==> config.mk <==
export PLATFORM = sky130hd
export DESIGN_NAME = tcer_top
export DESIGN_NICKNAME = d
export VERILOG_FILES = /design/src/rtl/tcer_pkg.sv /design/src/rtl/tcer_top.sv /design/src/rtl/tcer_half.sv
export VERILOG_INCLUDE_DIRS = /design/src /design/src/rtl
export SDC_FILE = /design/constraint.sdc
export NUM_CORES = 1
export LEC_CHECK = 0
export BUFFER_PORTS_ARGS = -buffer_cell sky130_fd_sc_hd__buf_2
export CAP_MARGIN = 40
export CORE_MARGIN = 5
export CORE_UTILIZATION = 55
export DETAILED_ROUTE_END_ITERATION = 12
export PLACE_DENSITY_LB_ADDON = 0.25
export SLEW_MARGIN = 20
export SYNTH_ARGS = -nofsm -noshare
export SYNTH_HDL_FRONTEND = slang
export SYNTH_HIERARCHICAL = 1
export SYNTH_SLANG_ARGS = --single-unit
==> constraint.sdc <==
create_clock -name sys_clk -period 2.65 [get_ports sys_clk]
set_input_delay 0 -clock sys_clk [delete_from_list [all_inputs] [get_ports sys_clk]]
set_output_delay 0 -clock sys_clk [all_outputs]
set_load 0.01 [all_outputs]
==> src/rtl/tcer_defines.svh <==
// Purpose: Register offsets, field positions and reset values of the timer
//          control and event routing block.
// Assumes: APB slave with 32-bit data, one register per aligned word.
// Notes:   Definitions only.
`ifndef TCER_DEFINES_SVH
`define TCER_DEFINES_SVH

// Register byte offsets
`define TCER_CTRL_OFS 12'h000
`define TCER_DMAEV_OFS 12'h004
`define TCER_IMASK_OFS 12'h008
`define TCER_RIS_OFS 12'h00c
`define TCER_MIS_OFS 12'h010
`define TCER_ICLR_OFS 12'h014
`define TCER_STAT_OFS 12'h018

// Control register fields, half A in the low byte, half B in bits 15:8
`define TCER_CTRL_EN_A 0
`define TCER_CTRL_STALL_A 1
`define TCER_CTRL_INV_A 2
`define TCER_CTRL_ADC_A 3
`define TCER_CTRL_WAIT_A 4
`define TCER_CTRL_EN_B 8
`define TCER_CTRL_STALL_B 9
`define TCER_CTRL_INV_B 10
`define TCER_CTRL_ADC_B 11
`define TCER_CTRL_WAIT_B 12
`define TCER_CTRL_WMASK 32'h00001f1f

// DMA event enable fields
`define TCER_DMA_TIMEOUT_A 0
`define TCER_DMA_CAPMATCH_A 1
`define TCER_DMA_CAPEVENT_A 2
`define TCER_DMA_RTC_A 4
`define TCER_DMA_MODEMATCH_A 5
`define TCER_DMA_TIMEOUT_B 8
`define TCER_DMA_CAPMATCH_B 9
`define TCER_DMA_CAPEVENT_B 10
`define TCER_DMA_MODEMATCH_B 11
`define TCER_DMA_WMASK 32'h00000f37

// Interrupt source fields
`define TCER_INT_TIMEOUT_A 0
`define TCER_INT_CAPMATCH_A 1
`define TCER_INT_CAPEVENT_A 2
`define TCER_INT_RTC 3
`define TCER_INT_DMA_A 4
`define TCER_INT_TIMEOUT_B 8
`define TCER_INT_CAPMATCH_B 9
`define TCER_INT_CAPEVENT_B 10
`define TCER_INT_DMA_B 11
`define TCER_INT_WMASK 32'h00000f1f

// Reset values
`define TCER_CTRL_RST 32'h00000000
`define TCER_DMAEV_RST 32'h00000000
`define TCER_IMASK_RST 32'h00000000

// Prescaler width
`define TCER_PRESCALE_W 8

`endif

==> src/rtl/tcer_pkg.sv <==
// Purpose: Types shared by the timer control and event routing block.
// Assumes: Offsets and fields live in tcer_defines.svh.
// Notes:   Types only.
package tcer_pkg;
	typedef logic [31:0] tcer_word_t;
	typedef enum logic [1:0] {TCER_OFF, TCER_WAIT, TCER_RUN} tcer_state_t;
endpackage

==> src/rtl/tcer_top.sv <==
// Purpose: Control and event routing for a two-half general purpose timer.
// Assumes: APB slave on sys_clk; events are one-cycle pulses from the
//          counting core, synchronous to sys_clk.
// Notes:   Counting itself lives in the core; this block gates and routes.
// How it works
// - Invert setting makes PWM output active low
// - Stall setting freezes counter during debug halt
// - ADC trigger only while its enable set
// - Chain wait holds half until upstream expiry
// - Any enabled DMA event starts a request; events in one cycle share it
// - DMA event enables read back as written in implemented bits, others zero
// - Nine interrupt sources each with enable, clear
// - Interrupt asserts only for pending enabled sources
// - Clear mask clears selected sources only
// - Status readable raw or masked
`timescale 1ns/1ps
`default_nettype none
`include "tcer_defines.svh"
module tcer_top
	import tcer_pkg::*;
#(
	parameter int PRESCALE_W = `TCER_PRESCALE_W
)
(
	input wire logic sys_clk,
	input wire logic rst_n,
	input wire logic clk_en,
	input wire logic psel,
	input wire logic penable,
	input wire logic pwrite,
	input wire logic [11:0] paddr,
	input wire logic [31:0] pwdata,
	input wire logic [3:0] pstrb,
	output logic [31:0] prdata,
	output logic pready,
	output logic pslverr,
	input wire logic debug_halt,
	input wire logic chain_expiry_in,
	input wire logic [1:0] pwm_raw,
	input wire logic [1:0] expiry_evt,
	input wire logic [1:0] capture_edge_evt,
	input wire logic [1:0] capture_count_evt,
	input wire logic [1:0] mode_match_evt,
	input wire logic calendar_match_evt,
	input wire logic [1:0] dma_done_evt,
	input wire logic [PRESCALE_W-1:0] prescale_a,
	input wire logic [PRESCALE_W-1:0] prescale_b,
	output logic [1:0] pwm_out,
	output logic [1:0] adc_trigger,
	output logic [1:0] count_run,
	output logic dma_req,
	output logic timer_irq
);

	////////////////////////////////////////////////////////////////////////
	// Registers and decode

	tcer_word_t ctrl_r;
	tcer_word_t dmaev_r;
	tcer_word_t imask_r;
	tcer_word_t ris_r;
	tcer_word_t ris_nxt;
	tcer_word_t evt_vec;
	tcer_word_t dma_vec;
	tcer_word_t rd_nxt;
	tcer_word_t wmask;
	tcer_state_t state_a;
	tcer_state_t state_b;
	logic [1:0] run_w;
	logic access;
	logic wr_en;
	logic known;

	// Decode used by both read and write paths
	function automatic logic is_mapped(input logic [11:0] a);
		case (a)
			`TCER_CTRL_OFS, `TCER_DMAEV_OFS, `TCER_IMASK_OFS,
			`TCER_RIS_OFS, `TCER_MIS_OFS, `TCER_ICLR_OFS,
			`TCER_STAT_OFS:
				is_mapped = 1'b1;
			default:
				is_mapped = 1'b0;
		endcase
	endfunction

	// Byte strobes widened to a bit mask
	always_comb
	begin
		for (int i = 0; i < 4; i++)
			wmask[i*8 +: 8] = {8{pstrb[i]}};
	end

	// Slave answers in the second access cycle, so one wait state
	assign access = psel && penable && !pready;
	assign known = is_mapped(paddr);
	assign wr_en = access && pwrite && known && clk_en;

	////////////////////////////////////////////////////////////////////////
	// APB handshake

	// One-cycle ready keeps every transfer at exactly three cycles
	always_ff @(posedge sys_clk or negedge rst_n)
	begin
		if (!rst_n)
		begin
			pready <= 1'b0;
			pslverr <= 1'b0;
		end
		else if (clk_en)
		begin
			pready <= psel && penable && !pready;
			pslverr <= access && !known;
		end
	end

	// Control register: enable, stall, invert, ADC and chain wait per half
	always_ff @(posedge sys_clk or negedge rst_n)
	begin
		if (!rst_n)
			ctrl_r <= `TCER_CTRL_RST;
		else if (wr_en && paddr == `TCER_CTRL_OFS)
			ctrl_r <= (ctrl_r & ~wmask) |
				(pwdata & wmask & `TCER_CTRL_WMASK);
	end

	// DMA event enables, stored as written in the implemented bits only
	always_ff @(posedge sys_clk or negedge rst_n)
	begin
		if (!rst_n)
			dmaev_r <= `TCER_DMAEV_RST;
		else if (wr_en && paddr == `TCER_DMAEV_OFS)
			dmaev_r <= (dmaev_r & ~wmask) |
				(pwdata & wmask & `TCER_DMA_WMASK);
	end

	// Interrupt enable mask
	always_ff @(posedge sys_clk or negedge rst_n)
	begin
		if (!rst_n)
			imask_r <= `TCER_IMASK_RST;
		else if (wr_en && paddr == `TCER_IMASK_OFS)
			imask_r <= (imask_r & ~wmask) |
				(pwdata & wmask & `TCER_INT_WMASK);
	end

	////////////////////////////////////////////////////////////////////////
	// Interrupt sources

	// Pack event pulses into the status layout
	always_comb
	begin
		evt_vec = '0;
		evt_vec[`TCER_INT_TIMEOUT_A] = expiry_evt[0];
		evt_vec[`TCER_INT_CAPMATCH_A] = capture_count_evt[0];
		evt_vec[`TCER_INT_CAPEVENT_A] = capture_edge_evt[0];
		evt_vec[`TCER_INT_RTC] = calendar_match_evt;
		evt_vec[`TCER_INT_DMA_A] = dma_done_evt[0];
		evt_vec[`TCER_INT_TIMEOUT_B] = expiry_evt[1];
		evt_vec[`TCER_INT_CAPMATCH_B] = capture_count_evt[1];
		evt_vec[`TCER_INT_CAPEVENT_B] = capture_edge_evt[1];
		evt_vec[`TCER_INT_DMA_B] = dma_done_evt[1];
	end

	// Write-one-to-clear; a new event in the same cycle wins over the clear
	always_comb
	begin
		ris_nxt = ris_r;
		if (wr_en && paddr == `TCER_ICLR_OFS)
			ris_nxt = ris_nxt & ~(pwdata & wmask);
		ris_nxt = ris_nxt | evt_vec;
	end

	// Raw status ignores the enables
	always_ff @(posedge sys_clk or negedge rst_n)
	begin
		if (!rst_n)
			ris_r <= '0;
		else if (clk_en)
			ris_r <= ris_nxt & `TCER_INT_WMASK;
	end

	// Level interrupt from pending and enabled sources
	always_ff @(posedge sys_clk or negedge rst_n)
	begin
		if (!rst_n)
			timer_irq <= 1'b0;
		else if (clk_en)
			timer_irq <= |(ris_nxt & imask_r);
	end

	////////////////////////////////////////////////////////////////////////
	// DMA routing

	// Pack event pulses into the DMA enable layout
	always_comb
	begin
		dma_vec = '0;
		dma_vec[`TCER_DMA_TIMEOUT_A] = expiry_evt[0];
		dma_vec[`TCER_DMA_CAPMATCH_A] = capture_count_evt[0];
		dma_vec[`TCER_DMA_CAPEVENT_A] = capture_edge_evt[0];
		dma_vec[`TCER_DMA_RTC_A] = calendar_match_evt;
		dma_vec[`TCER_DMA_MODEMATCH_A] = mode_match_evt[0];
		dma_vec[`TCER_DMA_TIMEOUT_B] = expiry_evt[1];
		dma_vec[`TCER_DMA_CAPMATCH_B] = capture_count_evt[1];
		dma_vec[`TCER_DMA_CAPEVENT_B] = capture_edge_evt[1];
		dma_vec[`TCER_DMA_MODEMATCH_B] = mode_match_evt[1];
	end

	// Request pulse for any enabled event; events in one cycle share one pulse
	always_ff @(posedge sys_clk or negedge rst_n)
	begin
		if (!rst_n)
			dma_req <= 1'b0;
		else if (clk_en)
			dma_req <= |(dma_vec & dmaev_r);
	end

	////////////////////////////////////////////////////////////////////////
	// Per-half sequencing and outputs

	// Half B chains from half A; half A from the previous module
	tcer_half u_half_a (
		.sys_clk(sys_clk),
		.rst_n(rst_n),
		.clk_en(clk_en),
		.enable(ctrl_r[`TCER_CTRL_EN_A]),
		.chain_start_wait(ctrl_r[`TCER_CTRL_WAIT_A]),
		.chain_expiry_in(chain_expiry_in),
		.debug_freeze_select(ctrl_r[`TCER_CTRL_STALL_A]),
		.debug_halt(debug_halt),
		.count_run(run_w[0]),
		.state(state_a)
	);

	tcer_half u_half_b (
		.sys_clk(sys_clk),
		.rst_n(rst_n),
		.clk_en(clk_en),
		.enable(ctrl_r[`TCER_CTRL_EN_B]),
		.chain_start_wait(ctrl_r[`TCER_CTRL_WAIT_B]),
		.chain_expiry_in(expiry_evt[0]),
		.debug_freeze_select(ctrl_r[`TCER_CTRL_STALL_B]),
		.debug_halt(debug_halt),
		.count_run(run_w[1]),
		.state(state_b)
	);

	assign count_run = run_w;

	// PWM polarity and ADC trigger gating, registered
	always_ff @(posedge sys_clk or negedge rst_n)
	begin
		if (!rst_n)
		begin
			pwm_out <= 2'h0;
			adc_trigger <= 2'h0;
		end
		else if (clk_en)
		begin
			pwm_out[0] <= pwm_raw[0] ^ ctrl_r[`TCER_CTRL_INV_A];
			pwm_out[1] <= pwm_raw[1] ^ ctrl_r[`TCER_CTRL_INV_B];
			adc_trigger[0] <= expiry_evt[0] &&
				ctrl_r[`TCER_CTRL_ADC_A];
			adc_trigger[1] <= expiry_evt[1] &&
				ctrl_r[`TCER_CTRL_ADC_B];
		end
	end

	////////////////////////////////////////////////////////////////////////
	// Read path

	// Read mux; unmapped addresses read zero with an error
	always_comb
	begin
		rd_nxt = '0;
		case (paddr)
			`TCER_CTRL_OFS: rd_nxt = ctrl_r;
			`TCER_DMAEV_OFS: rd_nxt = dmaev_r;
			`TCER_IMASK_OFS: rd_nxt = imask_r;
			`TCER_RIS_OFS: rd_nxt = ris_r;
			`TCER_MIS_OFS: rd_nxt = ris_r & imask_r;
			`TCER_STAT_OFS:
			begin
				rd_nxt[1:0] = state_a;
				rd_nxt[9:8] = state_b;
				rd_nxt[16 +: PRESCALE_W] = prescale_a;
				rd_nxt[24 +: PRESCALE_W] = prescale_b;
			end
			default: rd_nxt = '0;
		endcase
	end

	// Read data captured with ready
	always_ff @(posedge sys_clk or negedge rst_n)
	begin
		if (!rst_n)
			prdata <= '0;
		else if (clk_en && access && !pwrite)
			prdata <= rd_nxt;
	end

endmodule
`default_nettype wire

==> src/rtl/tcer_half.sv <==
// Purpose: Per-half start sequencer: enable, chain wait and debug freeze.
// Assumes: Chain and debug inputs synchronous to sys_clk.
// Notes:   Instantiated once per timer half.
`timescale 1ns/1ps
`default_nettype none
module tcer_half
	import tcer_pkg::*;
(
	input wire logic sys_clk,
	input wire logic rst_n,
	input wire logic clk_en,
	input wire logic enable,
	input wire logic chain_start_wait,
	input wire logic chain_expiry_in,
	input wire logic debug_freeze_select,
	input wire logic debug_halt,
	output logic count_run,
	output tcer_state_t state
);

	tcer_state_t state_nxt;

	// Next state: waiting halves start on the upstream expiry
	always_comb
	begin
		state_nxt = state;
		case (state)
			TCER_OFF:
				if (enable)
					state_nxt = chain_start_wait ? TCER_WAIT : TCER_RUN;
			TCER_WAIT:
				if (!enable)
					state_nxt = TCER_OFF;
				else if (chain_expiry_in)
					state_nxt = TCER_RUN;
			TCER_RUN:
				if (!enable)
					state_nxt = TCER_OFF;
			default:
				state_nxt = TCER_OFF;
		endcase
	end

	// State register
	always_ff @(posedge sys_clk or negedge rst_n)
	begin
		if (!rst_n)
			state <= TCER_OFF;
		else if (clk_en)
			state <= state_nxt;
	end

	// Count only while running and not frozen by debug
	always_ff @(posedge sys_clk or negedge rst_n)
	begin
		if (!rst_n)
			count_run <= 1'b0;
		else if (clk_en)
			count_run <= (state_nxt == TCER_RUN) &&
				!(debug_freeze_select && debug_halt);
	end

endmodule
`default_nettype wire

==> impl_metrics.env, run 1 <==
export IMPL_max_slew_margin_pct=61.10
export IMPL_ctsHtreeMaxLevel=4
export IMPL_maxCapViolCount=0
export IMPL_yosys_warnings=6
export IMPL_power_leakage_nw=4.079
export IMPL_fp_dieArea_sq_um=14500
export IMPL_vias=5447
export IMPL_cp_data_arrival_time_ns=2.80
export IMPL_critPathLaunchType="register"
export IMPL_clkSlewWorstSetupHoldPaths_ns=0.06
export IMPL_grt_first_pass_wirelength_mm=28.92
export IMPL_synthTopCellsByArea="dfrtp_1 (56%), nor2b_1 (7.0%), mux2_2 (4.5%)"
export IMPL_yosysTopAreaCellShare_pct=56.35
export IMPL_first_global_vias=5550
export IMPL_clk_insertion_delay_late_ns=0.42
export IMPL_count_of_boundary_i_o_pins=127
export IMPL_io_buffer_count=105
export IMPL_synthesis_area_per_instance_sq_um=11.33
export IMPL_routed_wire_length_per_instance_microns=19.65
export IMPL_grt_setup_unrepaired="no"
export IMPL_numCtsBuffers=17
export IMPL_routed_via_density=6.019
export IMPL_synthTopCellsByCount="dfrtp_1 (151), nor2b_1 (75), nand2_1 (46)"
export IMPL_finalNonFillerCells=905
export IMPL_run_status="finished clean"
export IMPL_max_vdd_ir_drop_mv=0.4709
export IMPL_grt_max_degree=81
export IMPL_power_density_nw_per_um2=583.8
export IMPL_fin_nets=832
export IMPL_netlist_cell_type_count=50
export IMPL_syn_cell_area_sq_um=6705
export IMPL_detail_route_drc_violations=0
export IMPL_setup_viol=0
export IMPL_hpwlAfterDp_mm=12.12
export IMPL_layout_drive_gt1_share_pct=26.02
export IMPL_globalplace_congestion=0.9182
export IMPL_total_power_mw=4.897
export IMPL_first_pass_iters=5
export IMPL_final_max_slew_viol_count=0
export IMPL_post_cts_sizing_count=0
export IMPL_hp_class="in2reg"
export IMPL_routed_wirelength_mm=17.78
export IMPL_number_of_antenna_violations_at_the_first_check_in_global_routing=0
export IMPL_post_cts_hold_buffer_count=39
export IMPL_finalHoldViolCount=0
export IMPL_cts_buffer_depth=2
export IMPL_placed_cells=836
export IMPL_critPathMaxFanout=7
export IMPL_gr_usage_all_layers_pct=25.55
export IMPL_final_core_utilization_pct=70.13
export IMPL_netlist_top_cell_by_area="dfrtp_1"
export IMPL_post_synth_top_count_cell="dfrtp_1"
export IMPL_synth_yosys_seq_area_share_pct=56.35
export IMPL_fraction_of_registers_with_async_set_reset_pct=100.0
export IMPL_synth_enable_flop_cells=0
export IMPL_overflow=0
export IMPL_cts_sinks=151
export IMPL_synth_ff_latch_count=151
export IMPL_cts_repair_timing_setup_buffer_count=0
export IMPL_worstSetupPathType="reg2reg"
export IMPL_cts_tree="done"
export IMPL_dieWidth_microns=120.4
export IMPL_syn_num_nets=677
export IMPL_setup_crit_end_kind="register"
export IMPL_areaGrowthSynthToFinish_pct=25.10
export IMPL_cell_at_the_root_of_the_clock_tree="clkbuf_16"
export IMPL_initialDrtViolationCount=627
export IMPL_required_ns=2.95
export IMPL_nFillCells=879
export IMPL_setup_total_negative_slack_ns=0
export IMPL_finalClockSkew_ns=0.005784
export IMPL_num_rows=40
export IMPL_drt_antenna_violating_nets=0
export IMPL_layout_min_cycle_time_ns=2.499
export IMPL_chipHeight_microns=120.4
export IMPL_final_period_utilization_pct=94.30
export IMPL_max_clock_freq_ghz=0.4002
export IMPL_core_area_sq_um=11960
export IMPL_start_util_pct=56.06
export IMPL_timing_worst_slew_pin_value_ns=0.5813
export IMPL_netlist_instances=592
export IMPL_synth_top_flop_cell="dfrtp_1"
==> critical path, cell delays in order, from the launching register on <==
cell and delay (ns):
dfrtp_1 0.39, and4b_1 0.39, and3_1 0.43, and2_1 0.33, nand2_1 0.09, a22o_1 0.18, dlygate4sd3_1 0.56
==> final timing paths <==
check,from,to,slack [ns],cells past startpoint
setup / recovery,pready,ris_r[2],0.15,6
hold / removal,prescale_b[0],prdata[24],0.02,4
setup reg to reg,pready,ris_r[2],0.15,6
hold reg to reg,prdata[12],prdata[12],0.48,2
max in group asynchronous,rst_n,prdata[10],1.85,3
min in group asynchronous,rst_n,ctrl_r[18],0.05,2
==> routing by layer <==
metal | share of wire [%] | wire length, microns | vias up | global-route usage, %
met4 | 2.1 | 366 | 0 | 8.569
met3 | 6.5 | 1163 | 37 | 6.361
met1 | 42 | 7480 | 2721 | 33.06
met5 | 0 | 0 | - | 0
li1 | - | - | 2466 | -
met2 | 49 | 8773 | 223 | 42.30
==> cell usage in the layout (no fill, tap or decap), types with 5 or more instances in the layout <==
| master | instances |
|---|---|
| a22oi_1 | 5 |
| nand2_1 | 46 |
| mux2_2 | 27 |
| and2_1 | 10 |
| clkbuf_16 | 17 |
| nand3_1 | 12 |
| nor4_1 | 5 |
| clkbuf_8 | 6 |
| nor4_4 | 5 |
| nor2_1 | 17 |
| a22o_1 | 29 |
| nor2b_1 | 75 |
| buf_2 | 104 |
| o22ai_1 | 5 |
| a222oi_1 | 7 |
| o21ai_1 | 10 |
| a221oi_1 | 20 |
| dlygate4sd3_1 | 39 |
| a31oi_1 | 9 |
| nand4_1 | 5 |
| o21ai_0 | 41 |
| mux2i_1 | 7 |
| a21o_1 | 7 |
| buf_4 | 17 |
| dfrtp_1 | 151 |
| a21oi_1 | 15 |
| inv_1 | 16 |
==> report_power, final <==
part / switching, mW / internal [mW] / leakage, nW
sequential: 0.00970 / 2.32 / 2.04
combinational: 0.164 / 0.116 / 1.76
clock: 0.860 / 1.42 / 0.278
total: 1.03 / 3.86 / 4.08
==> final cells by class <==
cell class	count	area, sq um	share of cell area [%]
Clock inverter	3	40.04	0.4773
Antenna cell	1	2.502	0.02983
Timing Repair Buffer	162	1070	12.75
Inverter	16	60.06	0.7160
Tap cell	147	183.9	2.193
Multi-Input combinational cell	399	2734	32.59
Clock buffer	26	519.2	6.190
Sequential cell	151	3779	45.05
==> logic make-up after synthesis <==
group | share of synthesized area, %
and+or+nand+nor | 18.66
AOI/OAI and AO/OA | 16.27
xor gates and xnor gates | 0.2613
DFF | 56.35
muxes | 5.579
buffers and inverters | 2.874
==> stage by stage <==
| step | hold WS, ns | area, sq um | setup WS [ns] |
|---|---|---|---|
| after floorplan | -0.2956 | 6705 | 0.7353 |
| after global placement | -0.08215 | 7436 | 0.5017 |
| after detailed placement | -0.07862 | 7436 | 0.4540 |
| after CTS | 0.0003816 | 8386 | 0.1782 |
| after global routing | 0.02378 | 8386 | 0.03722 |
| final | 0.02090 | 8388 | 0.1510 |
Note: power is estimated with default switching activity, not from simulation.
==> run 2, diff against run 1 <==
--- a/config.mk
+++ b/config.mk
@@ -9,7 +9,7 @@
 export BUFFER_PORTS_ARGS = -buffer_cell sky130_fd_sc_hd__buf_2
 export CAP_MARGIN = 40
 export CORE_MARGIN = 5
-export CORE_UTILIZATION = 55
+export CORE_UTILIZATION = 25
 export DETAILED_ROUTE_END_ITERATION = 12
 export PLACE_DENSITY_LB_ADDON = 0.25
 export SLEW_MARGIN = 20
==> impl_metrics.env, run 2 (same netlist as run 1, synthesis figures left out) <==
export IMPL_run_status="finished clean"
export IMPL_numCtsBuffers=17
export IMPL_hp_class="in2reg"
export IMPL_clk_insertion_delay_late_ns=0.42
export IMPL_antenna_diode_count=0
export IMPL_clkSlewWorstSetupHoldPaths_ns=0.07
export IMPL_number_of_antenna_violations_at_the_first_check_in_global_routing=0
export IMPL_cell_at_the_root_of_the_clock_tree="clkbuf_16"
export IMPL_max_clock_freq_ghz=0.4161
export IMPL_grt_met1_usage_pct=18.05
export IMPL_grt_max_degree=53
export IMPL_setup_total_negative_slack_ns=0
export IMPL_setup_crit_end_kind="register"
export IMPL_hpwlAfterDp_mm=14.10
export IMPL_cts_buffer_depth=2
export IMPL_first_global_vias=5518
export IMPL_overflow=0
export IMPL_layout_min_cycle_time_ns=2.403
export IMPL_cts_repair_timing_setup_buffer_count=0
export IMPL_drt_antenna_violating_nets=0
export IMPL_worstSetupPathType="reg2reg"
export IMPL_count_of_boundary_i_o_pins=127
export IMPL_routed_via_density=4.650
export IMPL_routed_wirelength_mm=19.97
export IMPL_total_power_mw=5.244
export IMPL_cts_tree="done"
export IMPL_fp_dieArea_sq_um=30200
export IMPL_finalHoldViolCount=0
export IMPL_critical_path_reg2reg_startpoint="pready"
export IMPL_power_leakage_nw=4.165
export IMPL_power_density_nw_per_um2=591.3
export IMPL_cts_sinks=151
export IMPL_globalRouteMet2Util_pct=22.19
export IMPL_max_slew_margin_pct=60.03
export IMPL_timing_worst_slew_pin_value_ns=0.5979
export IMPL_nFillCells=2728
export IMPL_routed_wire_length_per_instance_microns=17.90
export IMPL_hold_path_startpoint="prescale_b[7]"
export IMPL_grt_first_pass_wirelength_mm=32.15
export IMPL_maxCapViolCount=0
export IMPL_globalplace_congestion=0.7893
export IMPL_global_route_peak_usage_layer="met2"
export IMPL_core_area_sq_um=26650
export IMPL_final_cell_mix="dfrtp_1 (151), buf_2 (104), nor2b_1 (75), dlygate4sd3_1 (48), nand2_1 (46)"
export IMPL_ctsHtreeMaxLevel=4
export IMPL_multiInputGateArea_sq_um=2734
export IMPL_fin_nets=848
export IMPL_first_pass_iters=5
export IMPL_dieWidth_microns=173.8
export IMPL_required_ns=2.96
export IMPL_cp_data_arrival_time_ns=2.71
export IMPL_vias=5189
export IMPL_areaGrowthSynthToFinish_pct=32.26
export IMPL_finalClockSkew_ns=0.008163
export IMPL_num_rows=60
export IMPL_final_common_cell="dfrtp_1"
export IMPL_setup_viol=0
export IMPL_detail_route_drc_violations=0
export IMPL_start_util_pct=25.16
export IMPL_grt_setup_unrepaired="no"
export IMPL_critPathLaunchType="register"
export IMPL_gr_usage_all_layers_pct=13.57
export IMPL_initialDrtViolationCount=276
export IMPL_chipHeight_microns=173.8
export IMPL_grtUsageMet3_pct=2.944
export IMPL_sequential_cell_area_sq_um=3779
export IMPL_io_buffer_count=105
export IMPL_max_vdd_ir_drop_mv=0.3343
export IMPL_layout_drive_gt1_share_pct=26.97
export IMPL_crit_path_start="pready"
export IMPL_critPathMaxFanout=6
export IMPL_final_max_slew_viol_count=0
export IMPL_final_period_utilization_pct=90.68
run 2: cell type report:
cell class | count | share of cell area, %
sequential | 151 | 42.61
multi-input combinational | 399 | 30.83
timing repair buffer | 178 | 13.95
clock buffer | 18 | 4.952
tap | 341 | 4.811
clock inverter | 13 | 2.173
inverter | 16 | 0.6772
run 2: report_power, final:
part	switching, mW	internal [mW]	total [mW]
combinational	0.176	0.124	0.300
clock	1.01	1.61	2.61
sequential	0.00870	2.32	2.33
run 2: worst paths after layout:
| check | endpoint | slack [ns] | depth (start not counted) |
|---|---|---|---|
| min reg2reg | prdata[13] | 0.47 | 2 |
| max in group asynchronous | prdata[15] | 1.77 | 3 |
| min in group asynchronous | imask_r[22] | 0.09 | 2 |
| max | ris_r[2] | 0.25 | 7 |
| min | prdata[31] | 0.004 | 4 |
| max reg2reg | ris_r[2] | 0.25 | 7 |
run 2: stage by stage:
stage,worst slack (ns),hold slack [ns],util (%),instance area (sq um),std cells
after global placement,0.4594,-0.01274,29.10,7756,1037
after CTS,0.2291,0.004717,33.28,8869,1116
after detailed placement,0.4576,-0.01196,29.10,7756,1037
final,0.2470,0.003894,33.28,8869,1116
after floorplan,0.7353,-0.2956,-,6705,592
after global routing,0.09632,0.05282,33.28,8869,1116
run 2: layer usage:
| layer | vias to the layer above | wire length (microns) |
|---|---|---|
| li1 | 2508 | - |
| met1 | 2557 | 9347 |
| met2 | 102 | 9641 |
| met3 | 22 | 657 |
| met4 | 0 | 326 |
| met5 | - | 0 |
run 2: repair_timing:
item,CTS,global route
hold buffers,48,0
hold endpoints to repair,162,0
resized for setup,0,0
run 2: critical path: stages (launching register included):
cell,delay [ns]
dfrtp_1,0.39
and4b_1,0.36
and3_1,0.28
buf_4,0.19
and2_1,0.26
nand2_1,0.08
a22o_1,0.18
dlygate4sd3_1,0.55
==> run 3, diff against run 2 <==
--- a/config.mk
+++ b/config.mk
@@ -11,7 +11,7 @@
 export CORE_MARGIN = 5
 export CORE_UTILIZATION = 25
 export DETAILED_ROUTE_END_ITERATION = 12
-export PLACE_DENSITY_LB_ADDON = 0.25
+export PLACE_DENSITY = 0.39
 export SLEW_MARGIN = 20
 export SYNTH_ARGS = -nofsm -noshare
 export SYNTH_HDL_FRONTEND = slang
==> impl_metrics.env, run 3 (same netlist as run 1, synthesis figures left out) <==
export IMPL_worstSetupPathType="reg2reg"
export IMPL_critPathLaunchType="register"
export IMPL_gr_usage_all_layers_pct=13.85
export IMPL_setup_viol=0
export IMPL_max_vdd_ir_drop_mv=0.3620
export IMPL_final_max_slew_viol_count=0
export IMPL_first_global_vias=5586
export IMPL_number_of_antenna_violations_at_the_first_check_in_global_routing=0
export IMPL_max_clock_freq_ghz=0.4115
export IMPL_io_buffer_count=105
export IMPL_setup_total_negative_slack_ns=0
export IMPL_setup_crit_end_kind="register"
export IMPL_cts_repair_timing_setup_buffer_count=0
export IMPL_areaGrowthSynthToFinish_pct=30.79
export IMPL_power_leakage_nw=4.135
export IMPL_cts_sinks=151
export IMPL_first_pass_iters=5
export IMPL_layout_setup_ws_ns=0.2198
export IMPL_clkSlewWorstSetupHoldPaths_ns=0.06
export IMPL_count_of_boundary_i_o_pins=127
export IMPL_run_status="finished clean"
export IMPL_dieWidth_microns=173.8
export IMPL_post_cts_sizing_count=0
export IMPL_hp_class="in2async"
export IMPL_finalHoldViolCount=0
export IMPL_grt_setup_unrepaired="no"
export IMPL_cts_tree="done"
export IMPL_cp_data_arrival_time_ns=2.73
export IMPL_hpwlAfterDp_mm=14.46
export IMPL_routed_via_density=4.770
export IMPL_routed_wirelength_mm=20.70
export IMPL_final_common_cell="dfrtp_1"
export IMPL_numCtsBuffers=17
export IMPL_clk_insertion_delay_late_ns=0.42
export IMPL_core_area_sq_um=26650
export IMPL_max_slew_margin_pct=52.81
export IMPL_globalplace_congestion=0.7921
export IMPL_drt_antenna_violating_nets=0
export IMPL_layout_min_cycle_time_ns=2.430
export IMPL_layout_drive_gt1_share_pct=26.69
export IMPL_grt_max_degree=88
export IMPL_routed_wire_length_per_instance_microns=18.66
export IMPL_detailedPlace_worstSlack_ns=0.2694
export IMPL_grt_first_pass_wirelength_mm=32.81
export IMPL_antenna_diode_count=0
export IMPL_required_ns=2.95
export IMPL_cts_buffer_depth=2
export IMPL_critPathMaxFanout=6
export IMPL_power_density_nw_per_um2=583.5
export IMPL_final_period_utilization_pct=91.71
export IMPL_cell_at_the_root_of_the_clock_tree="clkbuf_16"
export IMPL_final_cell_mix="dfrtp_1 (151), buf_2 (104), nor2b_1 (75), nand2_1 (46), dlygate4sd3_1 (43)"
export IMPL_start_util_pct=25.16
export IMPL_timing_worst_slew_pin_value_ns=0.7078
export IMPL_final_core_utilization_pct=32.91
export IMPL_ctsHtreeMaxLevel=4
export IMPL_maxCapViolCount=0
export IMPL_initialDrtViolationCount=259
export IMPL_post_cts_hold_buffer_count=43
export IMPL_finalClockSkew_ns=0.009961
export IMPL_vias=5290
export IMPL_detail_route_drc_violations=0
export IMPL_fp_dieArea_sq_um=30200
export IMPL_num_rows=60
export IMPL_chipHeight_microns=173.8
export IMPL_fin_nets=840
export IMPL_overflow=0
==> run 3: changes by cell type in the layout (fill, tap and decap cells not counted), moves of 2 or more <==
cell	before	now
buf_4	22	19
clkbuf_1	0	2
bufinv_16	4	2
clkinv_4	0	2
dlygate4sd3_1	48	43
clkinvlp_4	5	3
==> run 3: where the power goes <==
group | internal [mW] | total (mW) | switching (mW)
sequential | 2.32 | 2.33 | 0.0121
clock | 1.46 | 2.48 | 1.03
combinational | 0.127 | 0.300 | 0.173
==> run 3: final timing paths <==
path | end | slack [ns] | startpoint | depth (start not counted)
setup / recovery | ris_r[2] | 0.22 | pready | 7
hold / removal | ctrl_r[25] | 0.001 | rst_n | 2
setup reg to reg | ris_r[2] | 0.22 | pready | 7
hold reg to reg | prdata[16] | 0.48 | prdata[16] | 2
max in group asynchronous | ris_r[3] | 1.79 | rst_n | 4
min in group sys_clk | prdata[17] | 0.01 | prescale_a[1] | 4
==> run 3: metrics by stage <==
step	area (sq um)	hold WS, ns	std cells	total power [mW]
CTS	8742	0.001675	1108	5.189
global route	8770	0.01629	1109	5.320
detailed placement	7714	0.1444	1033	2.634
global placement	7714	0.1313	1033	2.630
finish	8770	0.001079	1109	5.117
floorplan	6705	-0.2956	592	2.460
==> run 3: cell type report <==
cell class / count / area, sq um
inverter: 16 / 60.06
multi-input combinational: 399 / 2734
fill: 2725 / 17880
clock buffer: 21 / 460.4
tap: 341 / 426.7
sequential: 151 / 3779
clock inverter: 11 / 137.6
timing repair buffer: 170 / 1172
==> run 3: routing by layer <==
metal	part of all wire [%]	routed length (microns)	track usage [%]	vias up
met5	0	0	0	-
li1	-	-	-	2487
met3	4.2	863	3.381	21
met2	49	10040	22.37	116
met4	1.8	372	4.124	0
met1	46	9419	18.50	2666
==> run 3: worst max-delay path, stage by stage, from the launching register on <==
cell and delay [ns]:
dfrtp_1 0.39, and4b_1 0.37, and3_1 0.28, buf_4 0.20, and2_1 0.26, nand2_1 0.08
a22o_1 0.18, dlygate4sd3_1 0.55
